==> src/shared/asw_pkg.sv <==
// Constants, offsets and types shared by the acquisition status word block
// How it works
// - Read-only 16-bit status word at offset zero
// - Bit 15 done holds until clear strobe
// - Done with error flag low means error
// - After done, drain requests until FIFO empty
// - Bit 14 set while acquisition runs
// - Bit 13 low when 128 or more held
// - Half-full interrupt clears only by draining FIFO
// - Bit 12 nonempty; empty blocks conversion interrupt
// - Nonempty interrupt persists until FIFO emptied
// - Bit 11 is OR of both done flags
// - Bit 10 channel A done, sticky until clear
// - Bit 9 channel B done, sticky until clear
// - Interrupt on rising done flag when enabled
// - Bit 8 low after push into full FIFO
// - FIFO overflow ends the run at once
// - Bit 7 low when conversion started while busy
// - Conversion overrun ends the run at once
// - Clear strobe returns both error flags high
// - Clear strobe cancels run, flushes, restarts list
// - Bit 6 set on trigger fall, cleared by strobe
// - Bit 5 set on update without new value, in waveform mode only
// - Bit 0 low when scan memory empty
package asw_pkg;
    localparam int ADDR_W = 5;
    localparam int DATA_W = 16;
    localparam int FIFO_DEPTH = 256;
    localparam int FIFO_AW = 8;
    localparam int HALF_LEVEL = 128;

    localparam logic [ADDR_W-1:0] OFS_STATUS = 5'h00;
    localparam logic [ADDR_W-1:0] OFS_FIFO_DATA = 5'h02;
    localparam logic [ADDR_W-1:0] OFS_START_DAQ = 5'h0a;
    localparam logic [ADDR_W-1:0] OFS_ACQ_CLEAR = 5'h0c;
    localparam logic [ADDR_W-1:0] OFS_TC_CLEAR = 5'h10;
    localparam logic [ADDR_W-1:0] OFS_UPDATE_CLEAR = 5'h12;

    localparam int BIT_DONE = 15;
    localparam int BIT_RUNNING = 14;
    localparam int BIT_HALF_N = 13;
    localparam int BIT_NONEMPTY = 12;
    localparam int BIT_TC_ANY = 11;
    localparam int BIT_TC_A = 10;
    localparam int BIT_TC_B = 9;
    localparam int BIT_LOST_N = 8;
    localparam int BIT_SKIP_N = 7;
    localparam int BIT_UPDATE = 6;
    localparam int BIT_DBL_ERR = 5;
    localparam int BIT_FACT_CAL_N = 4;
    localparam int BIT_PROM_OUT = 3;
    localparam int BIT_PROM_DESEL_N = 2;
    localparam int BIT_SCAN_EMPTY_N = 0;

    // Sticky flag slots in the flag bank
    localparam int FLG_DONE = 0;
    localparam int FLG_TC_A = 1;
    localparam int FLG_TC_B = 2;
    localparam int FLG_LOST = 3;
    localparam int FLG_SKIP = 4;
    localparam int FLG_UPDATE = 5;
    localparam int FLG_DBL = 6;
    localparam int FLG_COUNT = 7;

    localparam logic [DATA_W-1:0] RDATA_RESET = 16'h0000;

    typedef enum logic {ASW_IDLE, ASW_RUN} asw_run_t;
endpackage : asw_pkg

==> src/design/asw_status_top.sv <==
// Acquisition status word with its flags, run control and sample FIFO
`timescale 1ns/100ps
`default_nettype none
module asw_status_top #(
    parameter int FIFO_DEPTH = asw_pkg::FIFO_DEPTH,
    parameter int FIFO_AW = asw_pkg::FIFO_AW,
    parameter int HALF_LEVEL = asw_pkg::HALF_LEVEL
) (
    input wire logic REF_CLK,
    input wire logic RST,
    input wire logic [asw_pkg::ADDR_W-1:0] IO_ADDR,
    input wire logic IO_RD,
    input wire logic IO_WR,
    output logic [asw_pkg::DATA_W-1:0] IO_RDATA,
    input wire logic CONV_START,
    input wire logic CONV_BUSY,
    input wire logic CONV_RESULT_VALID,
    input wire logic [asw_pkg::DATA_W-1:0] CONV_DATA,
    input wire logic SAMPLE_COUNT_TC,
    input wire logic EXT_TRIG_N,
    input wire logic DMA_TC_A,
    input wire logic DMA_TC_B,
    input wire logic TRANSFER_DONE_IRQ_ENABLE,
    input wire logic DRAIN_REQUEST_ENABLE,
    input wire logic CONV_IRQ_ENABLE,
    input wire logic HALF_FULL_MODE,
    input wire logic OUTPUT_UPDATE_TRIGGER_N,
    input wire logic DAC_VALUE_WRITTEN,
    input wire logic WAVEFORM_MODE,
    input wire logic SCAN_LIST_LOADED,
    input wire logic FACTORY_CAL_N,
    input wire logic EEPROM_DATA_OUT,
    input wire logic EEPROM_DESELECT_N,
    output logic ACQ_ENABLE,
    output logic CONV_IRQ,
    output logic DRAIN_REQ,
    output logic TC_IRQ,
    output logic SCAN_LIST_RESTART
);
    // Strobe decode shared by every write-only location
    function automatic logic hit(input logic [asw_pkg::ADDR_W-1:0] addr,
                                 input logic [asw_pkg::ADDR_W-1:0] ofs);
        hit = (addr == ofs);
    endfunction : hit

    logic acq_clr;
    logic start_wr;
    logic tc_clr;
    logic upd_clr;
    logic fifo_rd;

    always_comb begin
        acq_clr = 1'b0;
        start_wr = 1'b0;
        tc_clr = 1'b0;
        upd_clr = 1'b0;
        if (IO_WR) begin
            if (hit(IO_ADDR, asw_pkg::OFS_ACQ_CLEAR)) begin
                acq_clr = 1'b1;
            end else if (hit(IO_ADDR, asw_pkg::OFS_START_DAQ)) begin
                start_wr = 1'b1;
            end else if (hit(IO_ADDR, asw_pkg::OFS_TC_CLEAR)) begin
                tc_clr = 1'b1;
            end else if (hit(IO_ADDR, asw_pkg::OFS_UPDATE_CLEAR)) begin
                upd_clr = 1'b1;
            end
        end
    end

    // Only the FIFO data location pops; the status word read is passive
    assign fifo_rd = IO_RD && hit(IO_ADDR, asw_pkg::OFS_FIFO_DATA);

    // Sample FIFO
    logic [asw_pkg::DATA_W-1:0] fifo_dout;
    logic [FIFO_AW:0] fifo_count;
    logic fifo_full;
    logic fifo_empty;

    asw_sample_fifo #(
        .WIDTH(asw_pkg::DATA_W),
        .DEPTH(FIFO_DEPTH),
        .AW(FIFO_AW)
    ) u_fifo (
        .clk(REF_CLK),
        .rst(RST),
        .push(CONV_RESULT_VALID),
        .din(CONV_DATA),
        .pop(fifo_rd),
        .flush(acq_clr),
        .dout(fifo_dout),
        .count(fifo_count),
        .full(fifo_full),
        .empty(fifo_empty)
    );

    // Error events
    logic lost_evt;
    logic skip_evt;
    assign lost_evt = CONV_RESULT_VALID && fifo_full;
    assign skip_evt = CONV_START && CONV_BUSY;

    // Run control
    asw_pkg::asw_run_t run_r;
    logic ext_trig_n_d_r;
    logic start_evt;
    logic run_end;

    always_ff @(posedge REF_CLK or posedge RST) begin
        if (RST) begin
            ext_trig_n_d_r <= 1'b1;
        end else begin
            ext_trig_n_d_r <= EXT_TRIG_N;
        end
    end

    // A held-low external trigger blocks the software start
    assign start_evt = (start_wr && EXT_TRIG_N) || (ext_trig_n_d_r && !EXT_TRIG_N);
    assign run_end = (run_r == asw_pkg::ASW_RUN) && (SAMPLE_COUNT_TC || lost_evt || skip_evt);

    always_ff @(posedge REF_CLK or posedge RST) begin
        if (RST) begin
            run_r <= asw_pkg::ASW_IDLE;
        end else begin
            case (run_r)
                asw_pkg::ASW_IDLE: begin
                    if (start_evt && !acq_clr) begin
                        run_r <= asw_pkg::ASW_RUN;
                    end
                end
                asw_pkg::ASW_RUN: begin
                    if (acq_clr || run_end) begin
                        run_r <= asw_pkg::ASW_IDLE;
                    end
                end
                default: begin
                    run_r <= asw_pkg::ASW_IDLE;
                end
            endcase
        end
    end

    assign ACQ_ENABLE = (run_r == asw_pkg::ASW_RUN);

    // Output update trigger edge and freshness of the converter value
    logic trig_n_d_r;
    logic upd_fall;
    logic fresh_r;

    always_ff @(posedge REF_CLK or posedge RST) begin
        if (RST) begin
            trig_n_d_r <= 1'b1;
        end else begin
            trig_n_d_r <= OUTPUT_UPDATE_TRIGGER_N;
        end
    end

    assign upd_fall = trig_n_d_r && !OUTPUT_UPDATE_TRIGGER_N;

    // A write landing with the update counts for the next update
    always_ff @(posedge REF_CLK or posedge RST) begin
        if (RST) begin
            fresh_r <= 1'b0;
        end else if (DAC_VALUE_WRITTEN) begin
            fresh_r <= 1'b1;
        end else if (upd_fall) begin
            fresh_r <= 1'b0;
        end
    end

    // Sticky flags
    logic [asw_pkg::FLG_COUNT-1:0] flg_set;
    logic [asw_pkg::FLG_COUNT-1:0] flg_clr;
    logic [asw_pkg::FLG_COUNT-1:0] flg;

    always_comb begin
        flg_set = '0;
        flg_clr = '0;
        flg_set[asw_pkg::FLG_DONE] = run_end;
        flg_set[asw_pkg::FLG_TC_A] = DMA_TC_A;
        flg_set[asw_pkg::FLG_TC_B] = DMA_TC_B;
        flg_set[asw_pkg::FLG_LOST] = lost_evt;
        flg_set[asw_pkg::FLG_SKIP] = skip_evt;
        flg_set[asw_pkg::FLG_UPDATE] = upd_fall;
        flg_set[asw_pkg::FLG_DBL] = upd_fall && WAVEFORM_MODE && !fresh_r;
        flg_clr[asw_pkg::FLG_DONE] = acq_clr;
        flg_clr[asw_pkg::FLG_LOST] = acq_clr;
        flg_clr[asw_pkg::FLG_SKIP] = acq_clr;
        flg_clr[asw_pkg::FLG_TC_A] = tc_clr;
        flg_clr[asw_pkg::FLG_TC_B] = tc_clr;
        flg_clr[asw_pkg::FLG_UPDATE] = upd_clr;
        flg_clr[asw_pkg::FLG_DBL] = upd_clr;
    end

    asw_sticky_bank #(
        .WIDTH(asw_pkg::FLG_COUNT)
    ) u_flags (
        .clk(REF_CLK),
        .rst(RST),
        .set(flg_set),
        .clr(flg_clr),
        .flag(flg)
    );

    // Terminal-count interrupt on a rising flag
    logic tc_a_d_r;
    logic tc_b_d_r;
    logic tc_irq_r;

    always_ff @(posedge REF_CLK or posedge RST) begin
        if (RST) begin
            tc_a_d_r <= 1'b0;
            tc_b_d_r <= 1'b0;
            tc_irq_r <= 1'b0;
        end else begin
            tc_a_d_r <= flg[asw_pkg::FLG_TC_A];
            tc_b_d_r <= flg[asw_pkg::FLG_TC_B];
            tc_irq_r <= TRANSFER_DONE_IRQ_ENABLE &&
                ((flg[asw_pkg::FLG_TC_A] && !tc_a_d_r) || (flg[asw_pkg::FLG_TC_B] && !tc_b_d_r));
        end
    end

    assign TC_IRQ = tc_irq_r;

    // Conversion requests are levels that only draining removes
    logic half_full;
    assign half_full = (fifo_count >= (FIFO_AW+1)'(HALF_LEVEL));
    assign CONV_IRQ = CONV_IRQ_ENABLE && !fifo_empty &&
        (HALF_FULL_MODE ? half_full : 1'b1);
    assign DRAIN_REQ = flg[asw_pkg::FLG_DONE] && DRAIN_REQUEST_ENABLE && !fifo_empty;

    always_ff @(posedge REF_CLK or posedge RST) begin
        if (RST) begin
            SCAN_LIST_RESTART <= 1'b0;
        end else begin
            SCAN_LIST_RESTART <= acq_clr;
        end
    end

    // Status word assembly
    logic [asw_pkg::DATA_W-1:0] status_w;

    always_comb begin
        status_w = '0;
        status_w[asw_pkg::BIT_DONE] = flg[asw_pkg::FLG_DONE];
        status_w[asw_pkg::BIT_RUNNING] = (run_r == asw_pkg::ASW_RUN);
        status_w[asw_pkg::BIT_HALF_N] = !half_full;
        status_w[asw_pkg::BIT_NONEMPTY] = !fifo_empty;
        status_w[asw_pkg::BIT_TC_ANY] = flg[asw_pkg::FLG_TC_A] | flg[asw_pkg::FLG_TC_B];
        status_w[asw_pkg::BIT_TC_A] = flg[asw_pkg::FLG_TC_A];
        status_w[asw_pkg::BIT_TC_B] = flg[asw_pkg::FLG_TC_B];
        // Error flags read active low, so done with either low is an error end
        status_w[asw_pkg::BIT_LOST_N] = !flg[asw_pkg::FLG_LOST];
        status_w[asw_pkg::BIT_SKIP_N] = !flg[asw_pkg::FLG_SKIP];
        status_w[asw_pkg::BIT_UPDATE] = flg[asw_pkg::FLG_UPDATE];
        status_w[asw_pkg::BIT_DBL_ERR] = flg[asw_pkg::FLG_DBL];
        status_w[asw_pkg::BIT_FACT_CAL_N] = FACTORY_CAL_N;
        status_w[asw_pkg::BIT_PROM_OUT] = EEPROM_DATA_OUT;
        status_w[asw_pkg::BIT_PROM_DESEL_N] = EEPROM_DESELECT_N;
        status_w[asw_pkg::BIT_SCAN_EMPTY_N] = SCAN_LIST_LOADED;
    end

    // Read data is captured on the read cycle and held until the next read
    always_ff @(posedge REF_CLK or posedge RST) begin
        if (RST) begin
            IO_RDATA <= asw_pkg::RDATA_RESET;
        end else if (IO_RD) begin
            if (hit(IO_ADDR, asw_pkg::OFS_STATUS)) begin
                IO_RDATA <= status_w;
            end else if (hit(IO_ADDR, asw_pkg::OFS_FIFO_DATA)) begin
                IO_RDATA <= fifo_dout;
            end else begin
                IO_RDATA <= asw_pkg::RDATA_RESET;
            end
        end
    end
endmodule : asw_status_top
`default_nettype wire

==> src/design/asw_sticky_bank.sv <==
// Bank of sticky flags where a hardware set beats a software clear
`timescale 1ns/100ps
`default_nettype none
module asw_sticky_bank #(
    parameter int WIDTH = 7
) (
    input wire logic clk,
    input wire logic rst,
    input wire logic [WIDTH-1:0] set,
    input wire logic [WIDTH-1:0] clr,
    output logic [WIDTH-1:0] flag
);
    logic [WIDTH-1:0] flag_r;

    genvar g;
    generate
        for (g = 0; g < WIDTH; g++) begin : g_flag
            always_ff @(posedge clk or posedge rst) begin
                if (rst) begin
                    flag_r[g] <= 1'b0;
                end else if (set[g]) begin
                    flag_r[g] <= 1'b1;
                end else if (clr[g]) begin
                    flag_r[g] <= 1'b0;
                end
            end
        end
    endgenerate

    assign flag = flag_r;
endmodule : asw_sticky_bank
`default_nettype wire

==> src/design/asw_sample_fifo.sv <==
// Sample FIFO holding conversion results with occupancy count
`timescale 1ns/100ps
`default_nettype none
module asw_sample_fifo #(
    parameter int WIDTH = 16,
    parameter int DEPTH = 256,
    parameter int AW = 8
) (
    input wire logic clk,
    input wire logic rst,
    input wire logic push,
    input wire logic [WIDTH-1:0] din,
    input wire logic pop,
    input wire logic flush,
    output logic [WIDTH-1:0] dout,
    output logic [AW:0] count,
    output logic full,
    output logic empty
);
    logic [WIDTH-1:0] mem [DEPTH];
    logic [AW-1:0] wr_ptr_r;
    logic [AW-1:0] rd_ptr_r;
    logic [AW:0] count_r;
    logic do_push;
    logic do_pop;

    assign full = (count_r == (AW+1)'(DEPTH));
    assign empty = (count_r == '0);
    // A push into a full FIFO is dropped; the caller flags the loss
    assign do_push = push && !full;
    assign do_pop = pop && !empty;

    always_ff @(posedge clk) begin
        if (do_push) begin
            mem[wr_ptr_r] <= din;
        end
    end

    always_ff @(posedge clk or posedge rst) begin
        if (rst) begin
            wr_ptr_r <= '0;
            rd_ptr_r <= '0;
            count_r <= '0;
        end else if (flush) begin
            wr_ptr_r <= '0;
            rd_ptr_r <= '0;
            count_r <= '0;
        end else begin
            if (do_push) begin
                wr_ptr_r <= wr_ptr_r + 1'b1;
            end
            if (do_pop) begin
                rd_ptr_r <= rd_ptr_r + 1'b1;
            end
            if (do_push && !do_pop) begin
                count_r <= count_r + 1'b1;
            end else if (do_pop && !do_push) begin
                count_r <= count_r - 1'b1;
            end
        end
    end

    assign dout = empty ? '0 : mem[rd_ptr_r];
    assign count = count_r;
endmodule : asw_sample_fifo
`default_nettype wire

==> config.mk <==
export PLATFORM = sky130hd
export DESIGN_NAME = asw_status_top
export DESIGN_NICKNAME = d
export VERILOG_FILES = /design/src/shared/asw_pkg.sv /design/src/design/asw_status_top.sv /design/src/design/asw_sticky_bank.sv /design/src/design/asw_sample_fifo.sv
export SDC_FILE = /design/constraint.sdc
export NUM_CORES = 2
export LEC_CHECK = 0
export ABC_AREA = 0
export BUFFER_PORTS_ARGS = -buffer_cell sky130_fd_sc_hd__buf_2
export CAP_MARGIN = 10
export CORE_ASPECT_RATIO = 0.75
export CORE_UTILIZATION = 40
export DETAILED_ROUTE_END_ITERATION = 6
export PLACE_DENSITY = 0.56
export SLEW_MARGIN = 10
export SYNTH_ARGS = -nofsm -noshare
export SYNTH_HDL_FRONTEND = slang
export SYNTH_SLANG_ARGS = --single-unit
==> constraint.sdc <==
create_clock -name REF_CLK -period 5.1 [get_ports REF_CLK]
set_input_delay 1.02 -clock REF_CLK [delete_from_list [all_inputs] [get_ports REF_CLK]]
set_output_delay 1.02 -clock REF_CLK [all_outputs]
set_load 0.05 [all_outputs]
Yosys cells after proc, flatten, opt, wreduce, memory -nomap -nowiden
Memories as Yosys holds them, arrays and structs flattened. Index checks and enable logic that the tools add are counted.

Muxes and demuxes: 42. Reductions and logical operators: 52. Bitwise gates (word level): 2. Add/sub/neg operators: 4. Equality and inequality tests: 6. $lt $le $gt $ge: 1.

Operators by type and width (number): two-way mux 16 bit (3); two-way mux 8 bit (4); two-way mux 1 bit (31); two-way mux 9 bit (3); logical AND 1 bit (21); nonzero test 2 bit (10); adder 8 x 1 -> 8 bit (second input constant) (2); zero test 1 bit (13); equality test 5 x 4 -> 1 bit (second input constant) (2); equality test 5 bit (second input constant) (2); adder 9 x 1 -> 9 bit (second input constant) (1); equality test 9 bit (second input constant) (1); >= comparator 9 x 8 -> 1 bit (second input constant) (1); zero test 9 bit (1); subtractor 9 x 1 -> 9 bit (second input constant) (1); equality test 5 x 2 -> 1 bit (second input constant) (1); zero test 5 bit (1); logical OR 1 bit (5); nonzero test 3 bit (1); case mux 1 bit (2 select lines) (1); NOT 1 bit (1); bitwise OR 1 bit (1).

Memories: 1. Bits in registers: 56. Logic and storage cells: 127. Output and inout bits: 21. RAM bits: 4096.

Memories: u_fifo.mem (depth 256, width 16, rd ports 1, clocked after Yosys merged registers in 0, write ports 1, RTL line asw_sample_fifo.sv:20) `logic [WIDTH-1:0] mem [DEPTH];`.

Longest topological paths before layout
Depth after elaboration: 9. Depth in mapped cells: 15.

Hierarchy
From an unflattened synthesis, not the netlist that was laid out.

Cells, all modules: 7543. Area, all modules: 161428.6 um2.

By module, submodules not included: asw_sample_fifo (seq. area each 123623.6 um2, area an instance 160023.5 um2, times used 1, cells each 7407); asw_status_top (seq. area each 603.1 um2, area an instance 1147.4 um2, times used 1, cells each 114); asw_sticky_bank (seq. area each 175.2 um2, area an instance 257.7 um2, times used 1, cells each 22).

Least setup slack after synthesis
Ideal clock, no wire load.

Path type: input-to-reg. Start: input IO_ADDR[0] in the netlist's numbering. End: register u_fifo.count_r[8] (netlist: u_fifo.count[8]). Slack: 904 ps. Stages on the path: 14. Required time: 4968 ps. Data arrival time: 4064 ps. Path through: nor4_1 -> nand2_1 -> nor3_1 -> nor2b_1 -> inv_1 -> ha_1 -> nor2b_1 -> o21ai_0 -> a21boi_0 -> o21a_1 -> o41ai_1 -> mux2i_1 -> xor2_1 -> nor2_1.

Cells in the longest elaborated chain, start to end: 7. Elaborated cells between the ends (all ways): 12. Those cells by class: eq/ne (2); mux (4); reduce/logical (6).

RTL lines: start: declaration (RTL line asw_status_top.sv:11) `input wire logic [asw_pkg::ADDR_W-1:0] IO_ADDR,`; equality test 5 x 2 -> 1 bit (RTL line asw_status_top.sv:43) `hit = (addr == ofs);`; logical AND 1 bit (RTL line asw_status_top.sv:71) `assign fifo_rd = IO_RD && hit(IO_ADDR, asw_pkg::OFS_FIFO_DATA);`; logical AND 1 bit (RTL line asw_sample_fifo.sv:31) `assign do_pop = pop && !empty;`; zero test 1 bit (RTL line asw_sample_fifo.sv:55) `if (do_push && !do_pop) begin`; logical AND 1 bit (RTL line asw_sample_fifo.sv:55); two-way mux 9 bit (RTL line asw_sample_fifo.sv:55); two-way mux 9 bit (RTL line asw_sample_fifo.sv:44) `end else if (flush) begin`; end signal: assignment (RTL line asw_sample_fifo.sv:56) `count_r <= count_r + 1'b1;`; end signal: assignment (RTL line asw_sample_fifo.sv:58) `count_r <= count_r - 1'b1;`; end: declaration (RTL line asw_sample_fifo.sv:23) `logic [AW:0] count_r;`.

Parallel ways exist; a longest one is shown, timed or not. A chain may end at the register's enable or synchronous reset.

Final worst setup path
Start: register u_fifo.rd_ptr_r[1]. End: register IO_RDATA[11] in the netlist's numbering.

Cells in the longest elaborated chain, start to end: 4.

RTL lines: start: declaration (RTL line asw_sample_fifo.sv:22) `logic [AW-1:0] rd_ptr_r;`; start signal: assignment (RTL line asw_sample_fifo.sv:53) `rd_ptr_r <= rd_ptr_r + 1'b1;`; memory (256 x 16 bit); two-way mux 16 bit (RTL line asw_sample_fifo.sv:63) `assign dout = empty ? '0 : mem[rd_ptr_r];`; two-way mux 16 bit (RTL line asw_status_top.sv:269) `end else if (hit(IO_ADDR, asw_pkg::OFS_FIFO_DATA)) begin`; two-way mux 16 bit (RTL line asw_status_top.sv:267) `if (hit(IO_ADDR, asw_pkg::OFS_STATUS)) begin`; end signal: assignment (RTL line asw_status_top.sv:268) `IO_RDATA <= status_w;`; end signal: assignment (RTL line asw_status_top.sv:270) `IO_RDATA <= fifo_dout;`; end signal: assignment (RTL line asw_status_top.sv:272) `IO_RDATA <= asw_pkg::RDATA_RESET;`; end: declaration (RTL line asw_status_top.sv:14) `output logic [asw_pkg::DATA_W-1:0] IO_RDATA,`.

No other way between the ends.

==> metrics.txt <==
Power, Total 87.0 mW; Ports 64; cell family with most CP delay compound AO/OA/AOI/OAI gates; Setup WS pre-CTS 442 ps; initial antenna violation count 26; critical path depth 10; routability cong. 0.880; Die Height 550 um; Die Width 733 um; Cell Count, Final, Fillers Out 13.4k; cell mode on critical path buf_4; syn avg cell area 22.4 sq um; setup tns final 0 ps; post-synthesis cell type count 77; post-DP HPWL 283000 um; CTS clock-pin slew for the worst setup and hold paths 60 ps; Sequential Area 124000 sq um; final worst slack 389 ps; Max FO, Critical Path 34; cell taking the most area after synthesis edfxtp_1; Initial DRC Count 11.4k; CP Launch Point u_fifo.rd_ptr_r[1]; status complete, no violations; worst reg2reg path startpoint u_fifo.rd_ptr_r[1]; Vias 80.6k; reg2reg end IO_RDATA[11]; Max Fclk 0.212 GHz; clock root buffer clkbuf_16; slowest CP cell a2111oi_0; fraction of registers with async set/reset 0.0135; number of remaining DRC errors 0; crit share post-route 0.924; CTS sink count 4152; Worst-Skew Late Latency 950 ps; first-pass GRT wire length 640000 um; top cells by count, synth edfxtp_1, mux4_2, nor2_1; Synth-to-Final Area Change 14.3%; Routed WL 465000 um; Starting Density 0.402; Multi-input gate area 33800 sq um; final hold viol count 0; DR pass1 iterations 6; Post-Place Cell Area 171000 sq um; final max-slew violation count 0; clk_skew 75.0 ps; Reg2Reg Depth 10; DRT antenna net count 0; Hold Path Class input pin to register; post-cts resize count 0; Finished Cell Area 183000 sq um; synthesized area 160000 sq um; Seq/Total Area, Yosys 0.775; largest net degree at the start of global routing 127; number of global-route vias before repair 78.2k; CTS tree yes; Core Region 399000 sq um; Post-synth top flop edfxtp_1; crit start category register; RSZ-0062 raised after global routing false; layout cells sized above 1 0.299; clk buf depth 4; Fillers 33.0k; Worst Setup EP IO_RDATA[11]; WS Path Type register to register; top cells by area, synth edfxtp_1, mux4_2, mux2i_1; max capacitance violation total 0; post-synth top area share 0.767; Pwr Density 474 nW/um^2; FF+latch count, synth 4152; Post-CTS Setup Bufs 0; R2R setup slack 390 ps; count leader, synth edfxtp_1; Setup Viol. Count Final 0; CP Cell Sequence buf_4 > nor2_4 > buf_4 > buf_4 > a221oi_1 > a2111oi_0 > buf_4 > o221ai_1 > a21oi_1 > o32ai_1; slowest stage delay, CP 1040 ps; Vias/cell 6.01; crit end category register; final core utilization 0.459; max_slew headroom 0.0655; Post-synth EDFFs 4096; final worst path period need 4710 ps; GRT Util Overall 0.226; Die ar. 404000 sq um; Crit path buffers/inverters 4; FP Rows 201; Post-Syn Instances 7167; GRT overflow 0; number of synthesis warnings 0; hold buffers post-CTS 0; wire per inst 34.6 um; H-tree lvl count 5; Min Hold Slack 191 ps; Leakage 56.8 nW; Worst-Margin Slew 1390 ps; Post-Syn Nets 7224; Num CTS Buffers 389; placed insts 12.7k; port buffer count 63; Layout Nets 7875; peak supply drop 308 uV; worst path required time 5900 ps; critical path data arrival time 5510 ps
## area by class of cell
type | instances | share of cell area
flip-flops and latches | 4152 | 0.678
clock buffers | 469 | 0.0554
clock inverters | 233 | 0.0131
inverters | 19 | 0.000443
well taps | 5278 | 0.0360
repair buffers | 667 | 0.0325
multi-input cells | 2589 | 0.184
diodes | 14 | 0.000191
## power by group
part / total (mW) / internal (mW) / leakage (nW) / switching [mW]
Clock: 29.3 / 16.6 / 6.13 / 12.7
Combinational: 19.5 / 8.03 / 13.2 / 11.5
Sequential: 38.2 / 37.8 / 37.5 / 0.362
Total: 87.0 / 62.5 / 56.8 / 24.6
## layout by cell type (no fill, tap or decap), types with 47 or more instances in the layout
| cell | netlist | routed |
|---|---|---|
| clkinv_1 | 2 | 96 |
| nand2_1 | 172 | 168 |
| clkbuf_1 | 145 | 73 |
| o22ai_1 | 52 | 51 |
| clkbuf_16 | 0 | 394 |
| a21oi_1 | 119 | 119 |
| buf_2 | 97 | 47 |
| nor2_2 | 0 | 130 |
| clkinv_2 | 0 | 64 |
| o21ai_0 | 63 | 61 |
| buf_12 | 12 | 75 |
| nor2_1 | 356 | 221 |
| mux4_2 | 1037 | 1037 |
| mux2i_1 | 279 | 279 |
| buf_4 | 36 | 528 |
| edfxtp_1 | 4096 | 4096 |
| dfrtp_1 | 54 | 47 |
| a22oi_1 | 82 | 82 |
| bufinv_16 | 0 | 48 |
## kinds of logic after synthesis
group                      count (synthesis)  share of synthesized area
DFF                                     4152                      0.775
muxes                                   1322                      0.163
and+or+nand+nor                          684                     0.0180
AOI/OAI and AO/OA                        548                     0.0237
buffers and inverters                    426                     0.0172
xor gates and xnor gates                  21                    0.00115
adders and majority gates                 14                    0.00114
## worst min-delay path by stage
stage                            start          to  slack, ps  cells past startpoint
3_3_place_gp           u_flags.flag[1]    tc_a_d_r        430                      0
4_1_cts        OUTPUT_UPDATE_TRIGGER_N  trig_n_d_r        150                      1
3_5_place_dp           u_flags.flag[2]    tc_b_d_r        440                      0
5_1_grt        OUTPUT_UPDATE_TRIGGER_N  trig_n_d_r        170                      1
2_1_floorplan          u_flags.flag[2]    tc_b_d_r        400                      0
6_report       OUTPUT_UPDATE_TRIGGER_N  trig_n_d_r        190                      1
## worst reg2reg max path: cells and delay by family, from the launching register on
kind	cells	cell delay [ps]
DFF	1	820
AOI/OAI and AO/OA	5	1840
buffers and inverters	4	1380
and+or+nand+nor	1	560
## metal layers
layer | GRT usage | routed length (um) | up-vias
met3 | 0.0523 | 49000 | 650
met4 | 0.0561 | 12900 | 6
li1 | - | - | 31676
met2 | 0.331 | 204000 | 4273
met1 | 0.343 | 199000 | 43997
met5 | 0 | 44 | -
## flip-flops by register name (all words and copies together) (netlist names)
register / flops
trig_n_d_r: 1
u_fifo.wr_ptr_r: 8
fresh_r: 1
IO_RDATA: 16
ext_trig_n_d_r: 1
tc_a_d_r: 1
u_flags.flag: 7
tc_b_d_r: 1
u_fifo.rd_ptr_r: 8
ACQ_ENABLE: 1
SCAN_LIST_RESTART: 1
TC_IRQ: 1
u_fifo.count: 9
u_fifo.mem: 4096
Power figures use the tool's default switching activity.
